<file path="src/ppo_pkg.sv">
// Purpose: Shared constants for the port B alternate-function override logic.
// Assumes: Eight pins per port and 32-bit APB data.
// Notes:   Register offsets are byte addresses of aligned words.
`default_nettype none
package ppo_pkg;
  localparam int unsigned NPINS       = 8;
  localparam int unsigned ADDR_LSB_W  = 8;
  // Register byte offsets.
  localparam logic [7:0]  CTRL_OFS    = 8'h00;
  localparam logic [7:0]  OUT_OFS     = 8'h04;
  localparam logic [7:0]  DIR_OFS     = 8'h08;
  localparam logic [7:0]  PIN_OFS     = 8'h0C;
  localparam logic [7:0]  PADST_OFS   = 8'h10;
  // Field positions and reset values.
  localparam int unsigned PUD_BIT     = 4;
  localparam logic [7:0]  CTRL_RST    = 8'h00;
  localparam logic [7:0]  OUT_RST     = 8'h00;
  localparam logic [7:0]  DIR_RST     = 8'h00;
  // Pull-up on when {direction, output, pull-up disable} takes this value.
  localparam logic [2:0]  PU_PATTERN  = 3'b010;
  // Port B pin positions of the alternate functions.
  localparam int unsigned PIN_SS      = 0;
  localparam int unsigned PIN_SCK     = 1;
  localparam int unsigned PIN_MOSI    = 2;
  localparam int unsigned PIN_MISO    = 3;
  localparam int unsigned PIN_T1A     = 5;
  localparam int unsigned PIN_T1B     = 6;
  localparam int unsigned PIN_T7      = 7;
endpackage
`default_nettype wire

</file>
<file path="src/ppo_if.sv">
// Purpose: Override carrier between the port pin logic and the peripherals.
// Assumes: One bit per pin in every vector.
// Notes:   No clocking block; both ends run on pclk.
`default_nettype none
interface ppo_if;
  logic [7:0] pullup_override_en;
  logic [7:0] pullup_override_val;
  logic [7:0] dir_override_en;
  logic [7:0] dir_override_val;
  logic [7:0] value_override_en;
  logic [7:0] value_override_val;
  logic [7:0] toggle_override_en;
  logic [7:0] input_en_override_en;
  logic [7:0] input_en_override_val;
  logic [7:0] alt_digital_input_tap;
  logic [7:0] analog_pad_tap;
  logic       global_pullup_disable;
  logic [7:0] pin_output_bit;
  logic [7:0] pin_direction_bit;

  modport port (
    input  pullup_override_en, pullup_override_val, dir_override_en, dir_override_val,
    input  value_override_en, value_override_val, toggle_override_en,
    input  input_en_override_en, input_en_override_val,
    output alt_digital_input_tap, analog_pad_tap, global_pullup_disable,
    output pin_output_bit, pin_direction_bit
  );

  modport periph (
    output pullup_override_en, pullup_override_val, dir_override_en, dir_override_val,
    output value_override_en, value_override_val, toggle_override_en,
    output input_en_override_en, input_en_override_val,
    input  alt_digital_input_tap, analog_pad_tap, global_pullup_disable,
    input  pin_output_bit, pin_direction_bit
  );
endinterface
`default_nettype wire

</file>
<file path="src/ppo_periph.sv">
// Purpose: Peripheral end that turns port B alternate functions into pin overrides.
// Assumes: Peripheral enables and outputs are synchronous to pclk.
// Notes:   Overrides are registered, so they reach the carrier one cycle after the inputs and the pads two.
`default_nettype none
module ppo_periph (
  // Clock and reset
  input  wire logic       pclk,
  input  wire logic       presetn,
  // Timer outputs and their enables
  input  wire logic       timer0_compare_a_out,
  input  wire logic       timer0_compare_a_en,
  input  wire logic       timer1_compare_c_out,
  input  wire logic       timer1_compare_c_en,
  input  wire logic       timer1_compare_b_out,
  input  wire logic       timer1_compare_b_en,
  input  wire logic       timer1_compare_a_out,
  input  wire logic       timer1_compare_a_en,
  input  wire logic       timer4_compare_b_out,
  input  wire logic       timer4_compare_b_en,
  // UART flow control
  input  wire logic       uart_rts_out,
  input  wire logic       uart_rts_en,
  // SPI and serial programming
  input  wire logic       spi_enable,
  input  wire logic       spi_master,
  input  wire logic       spi_mosi_out,
  input  wire logic       spi_miso_out,
  input  wire logic       spi_sck_out,
  input  wire logic       prog_mode,
  input  wire logic       prog_data_out,
  // Pin-change interrupt control
  input  wire logic [7:0] pin_change_mask,
  input  wire logic       pin_change_enable,
  // Synchronised inputs, and the unsynchronised analog taps, back to the peripherals
  output logic      [7:0] pin_change_src,
  output logic            spi_miso_in,
  output logic            spi_mosi_in,
  output logic            spi_sck_in,
  output logic            spi_ss_in,
  output logic            prog_data_in,
  output logic      [7:0] analog_channel_in,
  // Override carrier
  ppo_if.periph           ovr
);

  logic [7:0] tap_s1_reg;
  logic [7:0] tap_s2_reg;
  logic [7:0] pullup_override_en_reg;
  logic [7:0] pullup_override_val_reg;
  logic [7:0] dir_override_en_reg;
  logic [7:0] dir_override_val_reg;
  logic [7:0] value_override_en_reg;
  logic [7:0] value_override_val_reg;
  logic [7:0] input_en_override_en_reg;
  logic [7:0] pullup_override_en_w;
  logic [7:0] pullup_override_val_w;
  logic [7:0] dir_override_en_w;
  logic [7:0] dir_override_val_w;
  logic [7:0] value_override_en_w;
  logic [7:0] value_override_val_w;

  wire spi_mst_w = spi_enable & spi_master;
  wire pud_w     = ovr.global_pullup_disable;

  // Only driven when the pin direction bit is one; the port keeps that gate.
  wire b7_en_w   = timer0_compare_a_en | timer1_compare_c_en | uart_rts_en;
  wire b7_val_w  = timer0_compare_a_en ? timer0_compare_a_out :
                   timer1_compare_c_en ? timer1_compare_c_out : uart_rts_out;
  // Timer 4 compare B drives bit 6 true and bit 5 complemented.
  wire b6_en_w   = timer1_compare_b_en | timer4_compare_b_en;
  wire b6_val_w  = timer1_compare_b_en ? timer1_compare_b_out : timer4_compare_b_out;
  wire b5_en_w   = timer1_compare_a_en | timer4_compare_b_en;
  wire b5_val_w  = timer1_compare_a_en ? timer1_compare_a_out : ~timer4_compare_b_out;

  // The SPI pins share one enable, pin 0 aside for value, with prog_mode added at pin 3 for direction and value; pins without an override stay at zero.
  assign pullup_override_en_w = {4'h0, {4{spi_mst_w}}};
  assign pullup_override_val_w = {4'h0, ovr.pin_output_bit[3:0] & {4{pud_w}}};
  assign dir_override_en_w = {4'h0, prog_mode | spi_mst_w, {3{spi_mst_w}}};
  assign dir_override_val_w = {4'h0, prog_mode, 3'b000};
  assign value_override_en_w = {b7_en_w, b6_en_w, b5_en_w, 1'b0, prog_mode | spi_mst_w, {2{spi_mst_w}}, 1'b0};
  assign value_override_val_w = {b7_val_w, b6_val_w, b5_val_w, 1'b0,
                   prog_mode ? prog_data_out : spi_miso_out, spi_mosi_out, spi_sck_out, 1'b0};

  always_ff @(posedge pclk or negedge presetn) begin
    if (!presetn) begin
      pullup_override_en_reg  <= 8'h00;
      pullup_override_val_reg  <= 8'h00;
      dir_override_en_reg  <= 8'h00;
      dir_override_val_reg  <= 8'h00;
      value_override_en_reg  <= 8'h00;
      value_override_val_reg  <= 8'h00;
      input_en_override_en_reg <= 8'h00;
    end else begin
      pullup_override_en_reg  <= pullup_override_en_w;
      pullup_override_val_reg  <= pullup_override_val_w;
      dir_override_en_reg  <= dir_override_en_w;
      dir_override_val_reg  <= dir_override_val_w;
      value_override_en_reg  <= value_override_en_w;
      value_override_val_reg  <= value_override_val_w;
      input_en_override_en_reg <= pin_change_mask & {8{pin_change_enable}};
    end
  end

  // The tap is asynchronous to pclk, so it is resynchronised here.
  always_ff @(posedge pclk or negedge presetn) begin
    if (!presetn) begin
      tap_s1_reg <= 8'h00;
      tap_s2_reg <= 8'h00;
    end else begin
      tap_s1_reg <= ovr.alt_digital_input_tap;
      tap_s2_reg <= tap_s1_reg;
    end
  end

  assign ovr.pullup_override_en    = pullup_override_en_reg;
  assign ovr.pullup_override_val   = pullup_override_val_reg;
  assign ovr.dir_override_en       = dir_override_en_reg;
  assign ovr.dir_override_val      = dir_override_val_reg;
  assign ovr.value_override_en     = value_override_en_reg;
  assign ovr.value_override_val    = value_override_val_reg;
  assign ovr.toggle_override_en    = 8'h00;
  assign ovr.input_en_override_en  = input_en_override_en_reg;
  assign ovr.input_en_override_val = 8'hFF;

  assign pin_change_src    = tap_s2_reg;
  assign spi_ss_in         = tap_s2_reg[ppo_pkg::PIN_SS];
  assign spi_sck_in        = tap_s2_reg[ppo_pkg::PIN_SCK];
  assign spi_mosi_in       = tap_s2_reg[ppo_pkg::PIN_MOSI];
  assign prog_data_in      = tap_s2_reg[ppo_pkg::PIN_MOSI];
  assign spi_miso_in       = tap_s2_reg[ppo_pkg::PIN_MISO];
  // Analog levels are passed through untouched; bits 6..4 feed channels 13..11.
  assign analog_channel_in = ovr.analog_pad_tap;

endmodule
`default_nettype wire

</file>
<file path="src/flat_wrapper.sv">
// flat-port wrapper written by rule: the top's interface ports become plain ports
module ppo_periph_flat 
  (pclk, presetn, timer0_compare_a_out, timer0_compare_a_en, timer1_compare_c_out, timer1_compare_c_en, timer1_compare_b_out, timer1_compare_b_en, timer1_compare_a_out, timer1_compare_a_en, timer4_compare_b_out, timer4_compare_b_en, uart_rts_out, uart_rts_en, spi_enable, spi_master, spi_mosi_out, spi_miso_out, spi_sck_out, prog_mode, prog_data_out, pin_change_mask, pin_change_enable, pin_change_src, spi_miso_in, spi_mosi_in, spi_sck_in, spi_ss_in, prog_data_in, analog_channel_in, ovr_pullup_override_en, ovr_pullup_override_val, ovr_dir_override_en, ovr_dir_override_val, ovr_value_override_en, ovr_value_override_val, ovr_toggle_override_en, ovr_input_en_override_en, ovr_input_en_override_val, ovr_alt_digital_input_tap, ovr_analog_pad_tap, ovr_global_pullup_disable, ovr_pin_output_bit, ovr_pin_direction_bit);
  ppo_if ovr_i ();
  input  wire logic pclk;
  input  wire logic presetn;
  input  wire logic timer0_compare_a_out;
  input  wire logic timer0_compare_a_en;
  input  wire logic timer1_compare_c_out;
  input  wire logic timer1_compare_c_en;
  input  wire logic timer1_compare_b_out;
  input  wire logic timer1_compare_b_en;
  input  wire logic timer1_compare_a_out;
  input  wire logic timer1_compare_a_en;
  input  wire logic timer4_compare_b_out;
  input  wire logic timer4_compare_b_en;
  input  wire logic uart_rts_out;
  input  wire logic uart_rts_en;
  input  wire logic spi_enable;
  input  wire logic spi_master;
  input  wire logic spi_mosi_out;
  input  wire logic spi_miso_out;
  input  wire logic spi_sck_out;
  input  wire logic prog_mode;
  input  wire logic prog_data_out;
  input  wire logic [7:0] pin_change_mask;
  input  wire logic pin_change_enable;
  output logic      [7:0] pin_change_src;
  output logic spi_miso_in;
  output logic spi_mosi_in;
  output logic spi_sck_in;
  output logic spi_ss_in;
  output logic prog_data_in;
  output logic      [7:0] analog_channel_in;
  output wire logic [$bits(ovr_i.pullup_override_en)-1:0] ovr_pullup_override_en;
  output wire logic [$bits(ovr_i.pullup_override_val)-1:0] ovr_pullup_override_val;
  output wire logic [$bits(ovr_i.dir_override_en)-1:0] ovr_dir_override_en;
  output wire logic [$bits(ovr_i.dir_override_val)-1:0] ovr_dir_override_val;
  output wire logic [$bits(ovr_i.value_override_en)-1:0] ovr_value_override_en;
  output wire logic [$bits(ovr_i.value_override_val)-1:0] ovr_value_override_val;
  output wire logic [$bits(ovr_i.toggle_override_en)-1:0] ovr_toggle_override_en;
  output wire logic [$bits(ovr_i.input_en_override_en)-1:0] ovr_input_en_override_en;
  output wire logic [$bits(ovr_i.input_en_override_val)-1:0] ovr_input_en_override_val;
  input wire logic [$bits(ovr_i.alt_digital_input_tap)-1:0] ovr_alt_digital_input_tap;
  input wire logic [$bits(ovr_i.analog_pad_tap)-1:0] ovr_analog_pad_tap;
  input wire logic [$bits(ovr_i.global_pullup_disable)-1:0] ovr_global_pullup_disable;
  input wire logic [$bits(ovr_i.pin_output_bit)-1:0] ovr_pin_output_bit;
  input wire logic [$bits(ovr_i.pin_direction_bit)-1:0] ovr_pin_direction_bit;
  assign ovr_pullup_override_en = ovr_i.pullup_override_en;
  assign ovr_pullup_override_val = ovr_i.pullup_override_val;
  assign ovr_dir_override_en = ovr_i.dir_override_en;
  assign ovr_dir_override_val = ovr_i.dir_override_val;
  assign ovr_value_override_en = ovr_i.value_override_en;
  assign ovr_value_override_val = ovr_i.value_override_val;
  assign ovr_toggle_override_en = ovr_i.toggle_override_en;
  assign ovr_input_en_override_en = ovr_i.input_en_override_en;
  assign ovr_input_en_override_val = ovr_i.input_en_override_val;
  assign ovr_i.alt_digital_input_tap = ovr_alt_digital_input_tap;
  assign ovr_i.analog_pad_tap = ovr_analog_pad_tap;
  assign ovr_i.global_pullup_disable = ovr_global_pullup_disable;
  assign ovr_i.pin_output_bit = ovr_pin_output_bit;
  assign ovr_i.pin_direction_bit = ovr_pin_direction_bit;
  ppo_periph u_core (.pclk(pclk), .presetn(presetn), .timer0_compare_a_out(timer0_compare_a_out), .timer0_compare_a_en(timer0_compare_a_en), .timer1_compare_c_out(timer1_compare_c_out), .timer1_compare_c_en(timer1_compare_c_en), .timer1_compare_b_out(timer1_compare_b_out), .timer1_compare_b_en(timer1_compare_b_en), .timer1_compare_a_out(timer1_compare_a_out), .timer1_compare_a_en(timer1_compare_a_en), .timer4_compare_b_out(timer4_compare_b_out), .timer4_compare_b_en(timer4_compare_b_en), .uart_rts_out(uart_rts_out), .uart_rts_en(uart_rts_en), .spi_enable(spi_enable), .spi_master(spi_master), .spi_mosi_out(spi_mosi_out), .spi_miso_out(spi_miso_out), .spi_sck_out(spi_sck_out), .prog_mode(prog_mode), .prog_data_out(prog_data_out), .pin_change_mask(pin_change_mask), .pin_change_enable(pin_change_enable), .pin_change_src(pin_change_src), .spi_miso_in(spi_miso_in), .spi_mosi_in(spi_mosi_in), .spi_sck_in(spi_sck_in), .spi_ss_in(spi_ss_in), .prog_data_in(prog_data_in), .analog_channel_in(analog_channel_in), .ovr(ovr_i));
endmodule
</file>
<file path="config.mk">
export PLATFORM = sky130hd
export DESIGN_NAME = ppo_periph_flat
export DESIGN_NICKNAME = d
export VERILOG_FILES = /design/src/ppo_pkg.sv /design/src/ppo_if.sv /design/src/ppo_periph.sv /design/src/flat_wrapper.sv
export SDC_FILE = /design/constraint.sdc
export NUM_CORES = 1
export LEC_CHECK = 0
export ABC_AREA = 1
export BUFFER_PORTS_ARGS = -buffer_cell sky130_fd_sc_hd__clkbuf_2
export CORE_ASPECT_RATIO = 0.8
export CORE_MARGIN = 10
export CORE_UTILIZATION = 36
export CTS_CLUSTER_SIZE = 24
export DETAILED_ROUTE_END_ITERATION = 12
export PLACE_DENSITY = 0.85
export REMOVE_ABC_BUFFERS = 1
export SYNTH_ARGS = -nofsm -noshare
export SYNTH_HDL_FRONTEND = slang
export SYNTH_SLANG_ARGS = --single-unit
export TNS_END_PERCENT = 1
</file>
<file path="constraint.sdc">
create_clock -name pclk -period 0.8 [get_ports pclk]
set_input_delay 0.08 -clock pclk [delete_from_list [all_inputs] [get_ports pclk]]
set_output_delay 0.08 -clock pclk [all_outputs]
set_load 0.01 [all_outputs]
</file>
# Word-level counts from Yosys, hierarchy flattened

Index checks and enable logic that the tools add are counted.

Bitwise gates (word level): 9
Mux-type cells: 5

Operators by type and width:

| kind              | number |
|---|---|
| bitwise AND 8 bit | 1 |
| 2-to-1 mux 1 bit  | 5 |
| bitwise OR 1 bit  | 5 |
| bitwise AND 4 bit | 1 |
| bitwise AND 1 bit | 1 |
| inverter 1 bit    | 1 |

Bits in registers: 46
Logic and storage cells: 23
Input bits: 63
Output and inout bits: 93

# Logic depth before layout (Yosys ltp)

Gate-level depths: netlist (run 1).

Word-level depth: 2
Depth in mapped cells: 4
Depth with buffers taken out: 4

# Worst setup path before layout (run 1)

No wires, ideal clock.

Path type: register to output
Start point: register, netlist name u_core.ovr.dir_override_en[2]
End point: output port ovr_dir_override_en[1]
Cell stages (with the launch flop): 2
Slack: 0.076 ns
Data arrival time: 0.644 ns
Path buffers: 1
Cells stage by stage: dfrtp_1 buf_4

RTL lines:

| element   | RTL line           | RTL |
|---|---|---|
| to (decl) | flat_wrapper.sv:37 | `output wire logic [$bits(ovr_i.dir_override_en)-1:0] ovr_dir_override_en;` |

==> impl_results.md, run 1 <==
* Nets at about 320
* Syn_area_per_cell at 10.9 µm²
* Worst path required time at ~720 ps
* Skew final at 7.77 ps
* Worst-skew pair later-pin latency at approximately 280 ps
* Reg2Reg Depth at 0
* Buf+Inv Stages, Crit Path at 1
* Endpoint class of the critical path: output port
* Initial DRC count at 38
* Hold_sp: timer0_compare_a_out
* R2R Setup Slk at 310 ps
* Cells after synthesis at ~150
* Synth warn at 0
* Fin. max-slew vios at 0
* Worst R2R End: u_core.pin_change_src[1]$_DFF_PN0_
* Clock buffer depth at 2
* Initial antenna violation count at 0
* Max-cap violations at 0
* Critical-path cell list: buf_2
* Worst reg2reg path startpoint: u_core.tap_s1_reg[1]$_DFF_PN0_
* GP Congestion at 0.785
* Maximum fanout along the worst path at 9
* Final setup viols at between 40 and 50
* Post-CTS Setup Inserts at 0
* Clock sink count at 40
* Global-route wire length before repair at around 6200 µm
* Post-Route WL at 4110 µm
* Die height at 80.8 µm
* Mapped Area at approximately 1700 µm²
* P_leak at between 1 and 1.5 nW
* DR vias/cell at approximately 3.7
* DRC at 0
* Grt met3 use at 0.0599
* Total negative slack at -3500 ps
* Dpl hpwl at 3170 µm
* Final Critical Period at around 1000 ps
* Failing checks: negative setup slack
* RSZ-0062 raised after global routing: true
* VDD IR-drop max at 1050 µV
* DR vias at approximately 1200
* Peak Freq at between 1000 and 1500 MHz
* Post-route ant nets at 0
* Delay of the slowest critical-path stage at approximately 450 ps
* Hold path cells at 3
* Crit-path leading delay family: flip-flops
* Row count at 22
* CP Class: reg -> out
* Area growth syn-to-layout at 38.4%
* Distinct cell type count after synthesis at 11
* Filler-free cell count of the finished design at approximately 310
* Post-synthesis sequential area ratio at 0.602
* Detailed-route wire length per cell at 13.1 µm
* Hold Fails Final Rpt at 0
* Floorplan die area at slightly below 8000 µm²
* Setup ws final at -176 ps
* Hold Path Sink: u_core.ovr.value_override_val[7]$_DFF_PN0_
* Met2 global-route usage at 0.169
* Diodes inserted at 0
* Met1 usage at 0.107
* TritonCTS Buffers at 5
* CTS tree: done
* Gr ovfl total at 0
* Die Width at just under 100 µm
* Drt first pass iters at 4
* Root Buffer: clkbuf_8
* Hold Crit Class: in -> reg
* Synth Register Bits at 40
* PortBufs at slightly below 90
* I/O pin cnt at about 160
* Overall Global Routing Usage at 0.101
* Placed cells at 276
* Largest net degree at the start of global routing at a little over 40
* Vias in the first global route at 1318
* Core area at approximately 4500 µm²
* Place WS at 90.8 ps
* H-tree depth at 2
* Final instance area at ~2300 µm²
* GRT Max-Usage Layer: met2
* Period Utilization, post-route at 1.22
* Startpoint class of the critical path: flop
* Run status: finished, violations left
* CP Data Arrival Time at roughly 900 ps
* Slowest cell on crit path: dfrtp_2
* Clock transition at the registers of the reported paths at roughly 80 ps
* Initial Util at 0.369
* PD cells at just under 2000 nW/µm²
* Placed Area at approximately 1900 µm²
* Fraction of layout cells with a size suffix above 1 at 0.394
Yosys cell counts (all sizes together):
library cell / count / area share
nand2: 21 / 0.047
nand3: 1 / 0.0030
o21ai: 3 / 0.0090
nor2: 1 / 0.0023
conb: 2 / 0.0045
inv: 19 / 0.043
buf: 62 / 0.28
or2: 3 / 0.011
dfrtp: 40 / 0.60
worst max path at each step:
stage / end / start / slack (ps) / depth (start not counted)
after floorplan: ovr_dir_override_en[0] / u_core.ovr.dir_override_en[2]$_DFF_PN0_ / -100 / 0
after global placement: ovr_dir_override_en[2] / u_core.ovr.dir_override_en[2]$_DFF_PN0_ / 120 / 1
after detailed placement: ovr_pullup_override_en[0] / u_core.ovr.dir_override_en[2]$_DFF_PN0_ / 90 / 1
after CTS: ovr_pullup_override_en[0] / u_core.ovr.dir_override_en[2]$_DFF_PN0_ / -180 / 1
after global routing: ovr_pullup_override_en[3] / u_core.ovr.dir_override_en[2]$_DFF_PN0_ / -220 / 1
final: ovr_pullup_override_en[3] / u_core.ovr.dir_override_en[2]$_DFF_PN0_ / -180 / 1
cell usage in the layout (no fill, tap or decap):
cell / instances
o21ai_1: 3
inv_2: 2
nand2_1: 21
conb_1: 39
inv_1: 17
clkbuf_2: 87
or2_1: 3
nor2_1: 1
clkbuf_8: 7
dlygate4sd3_1: 30
dfrtp_2: 1
buf_12: 1
dfrtp_1: 39
nand3_1: 1
buf_2: 1
bufinv_16: 1
cell type report:
cell class              count  area (µm²)
clock inverters             1        30.0
clock buffers               7        96.3
multi-input cells          68         268
well taps                  60        75.1
repair buffers            119         761
fillers                   411        2210
inverters                  19        71.3
flip-flops and latches     40        1000
cells by family (layout without fill, tap and decap cells):
family,count (synthesis),after routing,synth area share
AOI/OAI and AO/OA,3,3,0.00902
other,2,39,0.00451
buffers and inverters,81,146,0.321
and+or+nand+nor,26,26,0.0639
DFF,40,40,0.602
per-layer routing:
metal | wire length (µm) | vias up
met1 | 1560 | 511
met5 | 0 | -
li1 | - | 540
met4 | 21 | 0
met2 | 1980 | 105
met3 | 550 | 4
power by group:
| part | internal (W) | leakage [nW] | switching, W | total [W] |
|---|---|---|---|---|
| Sequential | 0.00213 | 0.476 | 0.0000368 | 0.00217 |
| Clock | 0.00110 | 0.0645 | 0.000618 | 0.00172 |
| Combinational | 0.000285 | 0.825 | 0.000349 | 0.000634 |
per-stage QoR:
stage	util	total power, W	hold WS, ps
6_report	0.510	0.00452	14.5
5_1_grt	0.510	0.00474	16.8
4_1_cts	0.510	0.00457	4.90
3_5_place_dp	0.415	0.00272	71.1
3_3_place_gp	0.415	0.00270	65.4
2_1_floorplan	-	0.00240	-216
repair_timing:
action                                  CTS  global route
hold buffers                             30             0
endpoints found under the hold margin    67             0
pin swaps                                 0             1
endpoints found under the setup margin   46            47
resized for setup                         1             1
Power figures use the tool's default switching activity.
==> run 2: changes to the inputs <==
CORE_MARGIN = default   (was 10)
SKIP_LAST_GASP = 1   (was default)
==> run 2 against run 1 <==
  * The flow still finishes with violations (negative setup slack)
  * Critical endpoint unchanged
  * First-iteration DRC count fell by 68%
  * Highest routed layer unchanged
  * Combinational power fell by 4.1%
  * Via count is 2.4% lower
  * Sequential power is essentially flat
  * Utilization increased by 2.1 points
  * Sequential share of layout area rose by 0.26 points
  * Clock power is essentially flat
  * Final cell count decreased by 1.3%
==> impl_results.md, run 2 (synthesized netlist as in run 1, its figures left out) <==
* Run status: finished, violations left
* Failing checks: negative setup slack
* Pint at 0.00351 W
* TritonCTS Buffers at 5
* Endpoint class of the critical path: output port
* DR vias at about 1100
* Max-cap violations at 0
* Period Utilization, post-route at 1.20
* DRC at 0
* Place WS at roughly 84 ps
* Commonest non-fill, non-tap cells in the layout: 88 x clkbuf_2, 39 x conb_1, 39 x dfrtp_1, 29 x dlygate4sd3_1, 21 x nand2_1
* Reg2Reg Depth at 0
* Worst path required time at just over 700 ps
* Slowest cell on crit path: dfrtp_2
* Most common cell after layout, fill and taps aside: clkbuf_2
* Setup ws final at -163 ps
* CP Data Arrival Time at 880 ps
* Area growth syn-to-layout at 37.6%
* Worst reg2reg path startpoint: u_core.tap_s1_reg[1]$_DFF_PN0_
* Final Critical Period at a little under 1000 ps
* Largest net degree at the start of global routing at 41
* GP Congestion at about 0.65
* Switching portion of total power at 0.219
* Post-CTS Setup Inserts at 0
* Drt first pass iters at 4
* CP Class: reg -> out
* Maximum fanout along the worst path at 9
* Clock transition at the registers of the reported paths at ~70 ps
* Row count at 21
* Worst R2R End: u_core.pin_change_src[1]$_DFF_PN0_
* Nets at between 300 and 400
* Power share of the clock group at 0.383
* Clock buffer depth at 2
* Hold_sp: ovr_pin_output_bit[2]
* Skew final at ~1.9 ps
* Global-route wire length before repair at roughly 4700 µm
* Seq pwr share at 0.481
* Initial Util at 0.386
* Fill count at approximately 400
* Peak Freq at around 1000 MHz
* Post-route ant nets at 0
* I/O pin cnt at 156
* Fraction of layout cells with a size suffix above 1 at 0.395
* Initial DRC count at 12
* Hold Fails Final Rpt at 0
* Root Buffer: clkbuf_8
* R2R Setup Slk at around 320 ps
* Die height at approximately 63 µm
* Logic gate share of total power at 0.135
* Floorplan die area at 4900 µm²
* RSZ-0062 raised after global routing: true
* PD cells at just under 2000 nW/µm²
* Fin. max-slew vios at 0
* Delay of the slowest critical-path stage at ~450 ps
* DR vias/cell at between 3 and 4
* Hold path cells at 3
* Core area at between 4000 and 5000 µm²
* Buf+Inv Stages, Crit Path at 1
* Dpl hpwl at 2150 µm
* Final instance area at ~2300 µm²
* Overall Global Routing Usage at 0.128
* Clock sink count at 40
* Final setup viols at 46
* Sw power at approximately 0.00099 W
* Critical-path cell list: clkbuf_2
* Die Width at 78.0 µm
* Gr ovfl total at 0
* Placed Area at around 1900 µm²
* H-tree depth at 2
* Startpoint class of the critical path: flop
* Detailed-route wire length per cell at slightly below 10 µm
* Hold Crit Class: in -> reg
* Total power at approximately 0.0045 W
* VDD IR-drop max at 1070 µV
* Fin Hold WS at between 9 and 10 ps
* Initial antenna violation count at 0
* Total negative slack at -3380 ps
* Worst-skew pair later-pin latency at about 280 ps
* Crit-path leading delay family: flip-flops
* P_leak at between 1 and 1.5 nW
* PortBufs at 88
* CTS tree: done
* Diodes inserted at 0
* Vias in the first global route at about 1100
* Hold Path Sink: u_core.ovr.pullup_override_val[2]$_DFF_PN0_
* Post-Route WL at between 2000 and 3000 µm
[run 2: cell count changes in the layout (fill, tap and decap cells not counted), sizes merged]
cell | previous run | this run
clkbuf | 94 | 95
dlygate4sd3 | 30 | 29
buf | 2 | 1
[run 2: worst max path at each step]
stage | start | endpoint | slack [ps] | cells past startpoint
after floorplan | u_core.ovr.dir_override_en[2]$_DFF_PN0_ | ovr_dir_override_en[0] | -100 | 0
after global placement | u_core.ovr.dir_override_en[2]$_DFF_PN0_ | ovr_dir_override_en[0] | 120 | 1
after detailed placement | u_core.ovr.dir_override_en[2]$_DFF_PN0_ | ovr_pullup_override_en[3] | 80 | 1
after CTS | u_core.ovr.dir_override_en[2]$_DFF_PN0_ | ovr_pullup_override_en[3] | -180 | 1
after global routing | u_core.ovr.dir_override_en[2]$_DFF_PN0_ | ovr_pullup_override_en[2] | -210 | 1
final | u_core.ovr.dir_override_en[2]$_DFF_PN0_ | ovr_pullup_override_en[3] | -160 | 1
[run 2: metal layers]
layer / up-vias / share of wire / track usage
met5: - / 0 / 0
met3: 4 / 0.10 / 0.0467
met4: 0 / 0.015 / 0.0694
met1: 502 / 0.34 / 0.117
li1: 540 / - / -
met2: 86 / 0.54 / 0.244
[run 2: power by group through the flow]
stage	Clock (W)	Sequential (W)	Combinational, W
4_1_cts	0.00179	0.00216	0.000613
6_report	0.00172	0.00216	0.000608
2_1_floorplan	0	0.00227	0.000131
5_1_grt	0.00190	0.00217	0.000673
3_3_place_gp	0	0.00220	0.000491
3_5_place_dp	0	0.00220	0.000499
[run 2: stage by stage]
step,util,instances
after floorplan,-,127
after global placement,0.434,273
after detailed placement,0.434,273
after CTS,0.531,310
after global routing,0.531,310
final,0.531,310
[run 2: area by class of cell]
class                   instances  area (µm²)  area share
clock buffers                   7        96.3      0.0421
clock inverters                 1        30.0      0.0131
inverters                      19        71.3      0.0311
multi-input cells              68         268       0.117
flip-flops and latches         40        1000       0.438
well taps                      57        71.3      0.0311
repair buffers                118         751       0.328
[run 2: repair_timing]
item / in CTS / in global routing
hold buffers: 29 / 0
setup endpoints to repair: 46 / 48
hold endpoints to repair: 67 / 0
resized for setup: 1 / 0
==> run 3: changes to the inputs <==
CORE_UTILIZATION = 39   (was 36)
CTS_CLUSTER_DIAMETER = 100   (was default)
PLACE_DENSITY = 0.91   (was 0.85)
clock period = 1.2 ns   (was 0.8 ns; I/O delays follow)
==> run 3 against run 2 <==
  * The flow now finishes without violations
  * Sequential power fell by 33%
  * Non-clock buffer count down 17
  * Worst setup slack improved by 310 ps
  * Global-route usage fell by 0.20 points
  * Clock power down 53%
  * Combinational power shrank 41%
  * Via count fell by 5.6%
  * Register-to-register slack gained 400 ps
==> impl_results.md, run 3 (synthesized netlist as in run 1, its figures left out) <==
* CTS tree: done
* Initial antenna violation count at 0
* Overall Global Routing Usage at 0.126
* Gr ovfl total at 0
* Clock buffer depth at 2
* Hold Fails Final Rpt at 0
* Detailed-route wire length per cell at around 9.5 µm
* Startpoint class of the critical path: flop
* VDD IR-drop max at between 500 and 600 µV
* Worst reg2reg path startpoint: u_core.tap_s1_reg[4]$_DFF_PN0_
* Core area at about 3900 µm²
* Fill count at around 360
* Row count at 20
* Area growth syn-to-layout at 24.4%
* Post-CTS Setup Inserts at 0
* Final Critical Period at between 1000 and 1500 ps
* Critical-path cell list: clkbuf_2
* Crit-path leading delay family: flip-flops
* Nets at between 200 and 300
* Commonest non-fill, non-tap cells in the layout: 88 x clkbuf_2, 40 x dfrtp_1, 39 x conb_1, 21 x nand2_1, 17 x inv_1
* Slowest cell on crit path: dfrtp_1
* Vias in the first global route at slightly above 900
* DR vias/cell at ~3.7
* Worst path required time at 1080 ps
* Peak Freq at 954 MHz
* Period Utilization, post-route at 0.874
* Final instance area at between 2000 and 2500 µm²
* P_leak at roughly 1.3 nW
* Total negative slack at 0 ps
* Final setup viols at 0
* Filler-free cell count of the finished design at between 200 and 300
* Global-route wire length before repair at between 3000 and 4000 µm
* Post-route ant nets at 0
* Dpl hpwl at between 2000 and 2500 µm
* CP Data Arrival Time at 930 ps
* Diodes inserted at 0
* Register Area at roughly 1000 µm²
* Placed Area at ~1900 µm²
* Drt first pass iters at 2
* I/O pin cnt at roughly 160
* Delay of the slowest critical-path stage at between 400 and 500 ps
* Clock transition at the registers of the reported paths at about 70 ps
* DR vias at ~1100
* Post_cts resized at 0
* Floorplan die area at 4530 µm²
* Skew final at between 2 and 2.5 ps
* Worst-skew pair later-pin latency at about 280 ps
* Fraction of layout cells with a size suffix above 1 at 0.417
* Util after Layout at 0.527
* Die height at 60.4 µm
* Largest net degree at the start of global routing at 27
* Total power at roughly 0.0026 W
* Most common cell after layout, fill and taps aside: clkbuf_2
* Run status: complete, no violations
* Hold Crit Class: in -> reg
* CP Class: reg -> out
* Maximum fanout along the worst path at 9
* RSZ-0062 raised after global routing: false
* Hold_sp: pin_change_mask[3]
* Placed cells at 271
* Max-cap violations at 0
* CP Launch Point: u_core.ovr.dir_override_en[2]$_DFF_PN0_
* Initial Util at 0.424
* Buf+Inv Stages, Crit Path at 1
* Root Buffer: clkbuf_8
* Clock sink count at 40
* GP Congestion at around 0.66
* Initial DRC count at 36
* Endpoint class of the critical path: output port
* Post-Route WL at approximately 2700 µm
* PortBufs at about 90
* CTS Hold Bufs at 12
* TritonCTS Buffers at 5
* Area of the multi-input gates at between 200 and 300 µm²
* H-tree depth at 2
* PD cells at 1260 nW/µm²
* DRC at 0
* Fin. max-slew vios at 0
* Die Width at approximately 75 µm
[run 3: metrics by stage]
stage,setup WS [ps],hold slack (ps)
after detailed placement,454,57.1
final,151,21.9
after global routing,63.7,15.6
after CTS,131,5.45
after floorplan,256,-176
after global placement,483,53.0
[run 3: per-layer routing]
metal  GRT usage  vias to the layer above  wire length [µm]
met3      0.0615                        8               375
li1            -                      504                 -
met5           0                        -                 0
met1       0.118                      459               975
met4      0.0809                        0                55
met2       0.223                       98              1340
[run 3: final timing paths]
path / end / slack [ps] / depth (start not counted)
worst max-delay path: ovr_dir_override_en[2] / 150 / 1
worst min-delay path: u_core.ovr.input_en_override_en[3]$_DFF_PN0_ / 20 / 3
worst max register to register: u_core.pin_change_src[4]$_DFF_PN0_ / 720 / 0
worst min register to register: u_core.pin_change_src[0]$_DFF_PN0_ / 350 / 0
max in group asynchronous: u_core.ovr.input_en_override_en[6]$_DFF_PN0_ / 420 / 3
min in group asynchronous: u_core.pin_change_src[6]$_DFF_PN0_ / 320 / 2
[run 3: report_power, final]
part | switching [W] | total [W] | internal, W | leakage (nW)
sequential | 0.0000239 | 0.00144 | 0.00142 | 0.478
combinational | 0.000209 | 0.000360 | 0.000151 | 0.748
clock | 0.000418 | 0.000811 | 0.000393 | 0.0400
[run 3: cell type report]
type / instances / area share
Sequential cell: 40 / 0.483
Timing Repair Buffer: 101 / 0.280
Multi-Input combinational cell: 68 / 0.129
Inverter: 19 / 0.0344
Clock buffer: 5 / 0.0332
Tap cell: 55 / 0.0332
Clock inverter: 2 / 0.00604
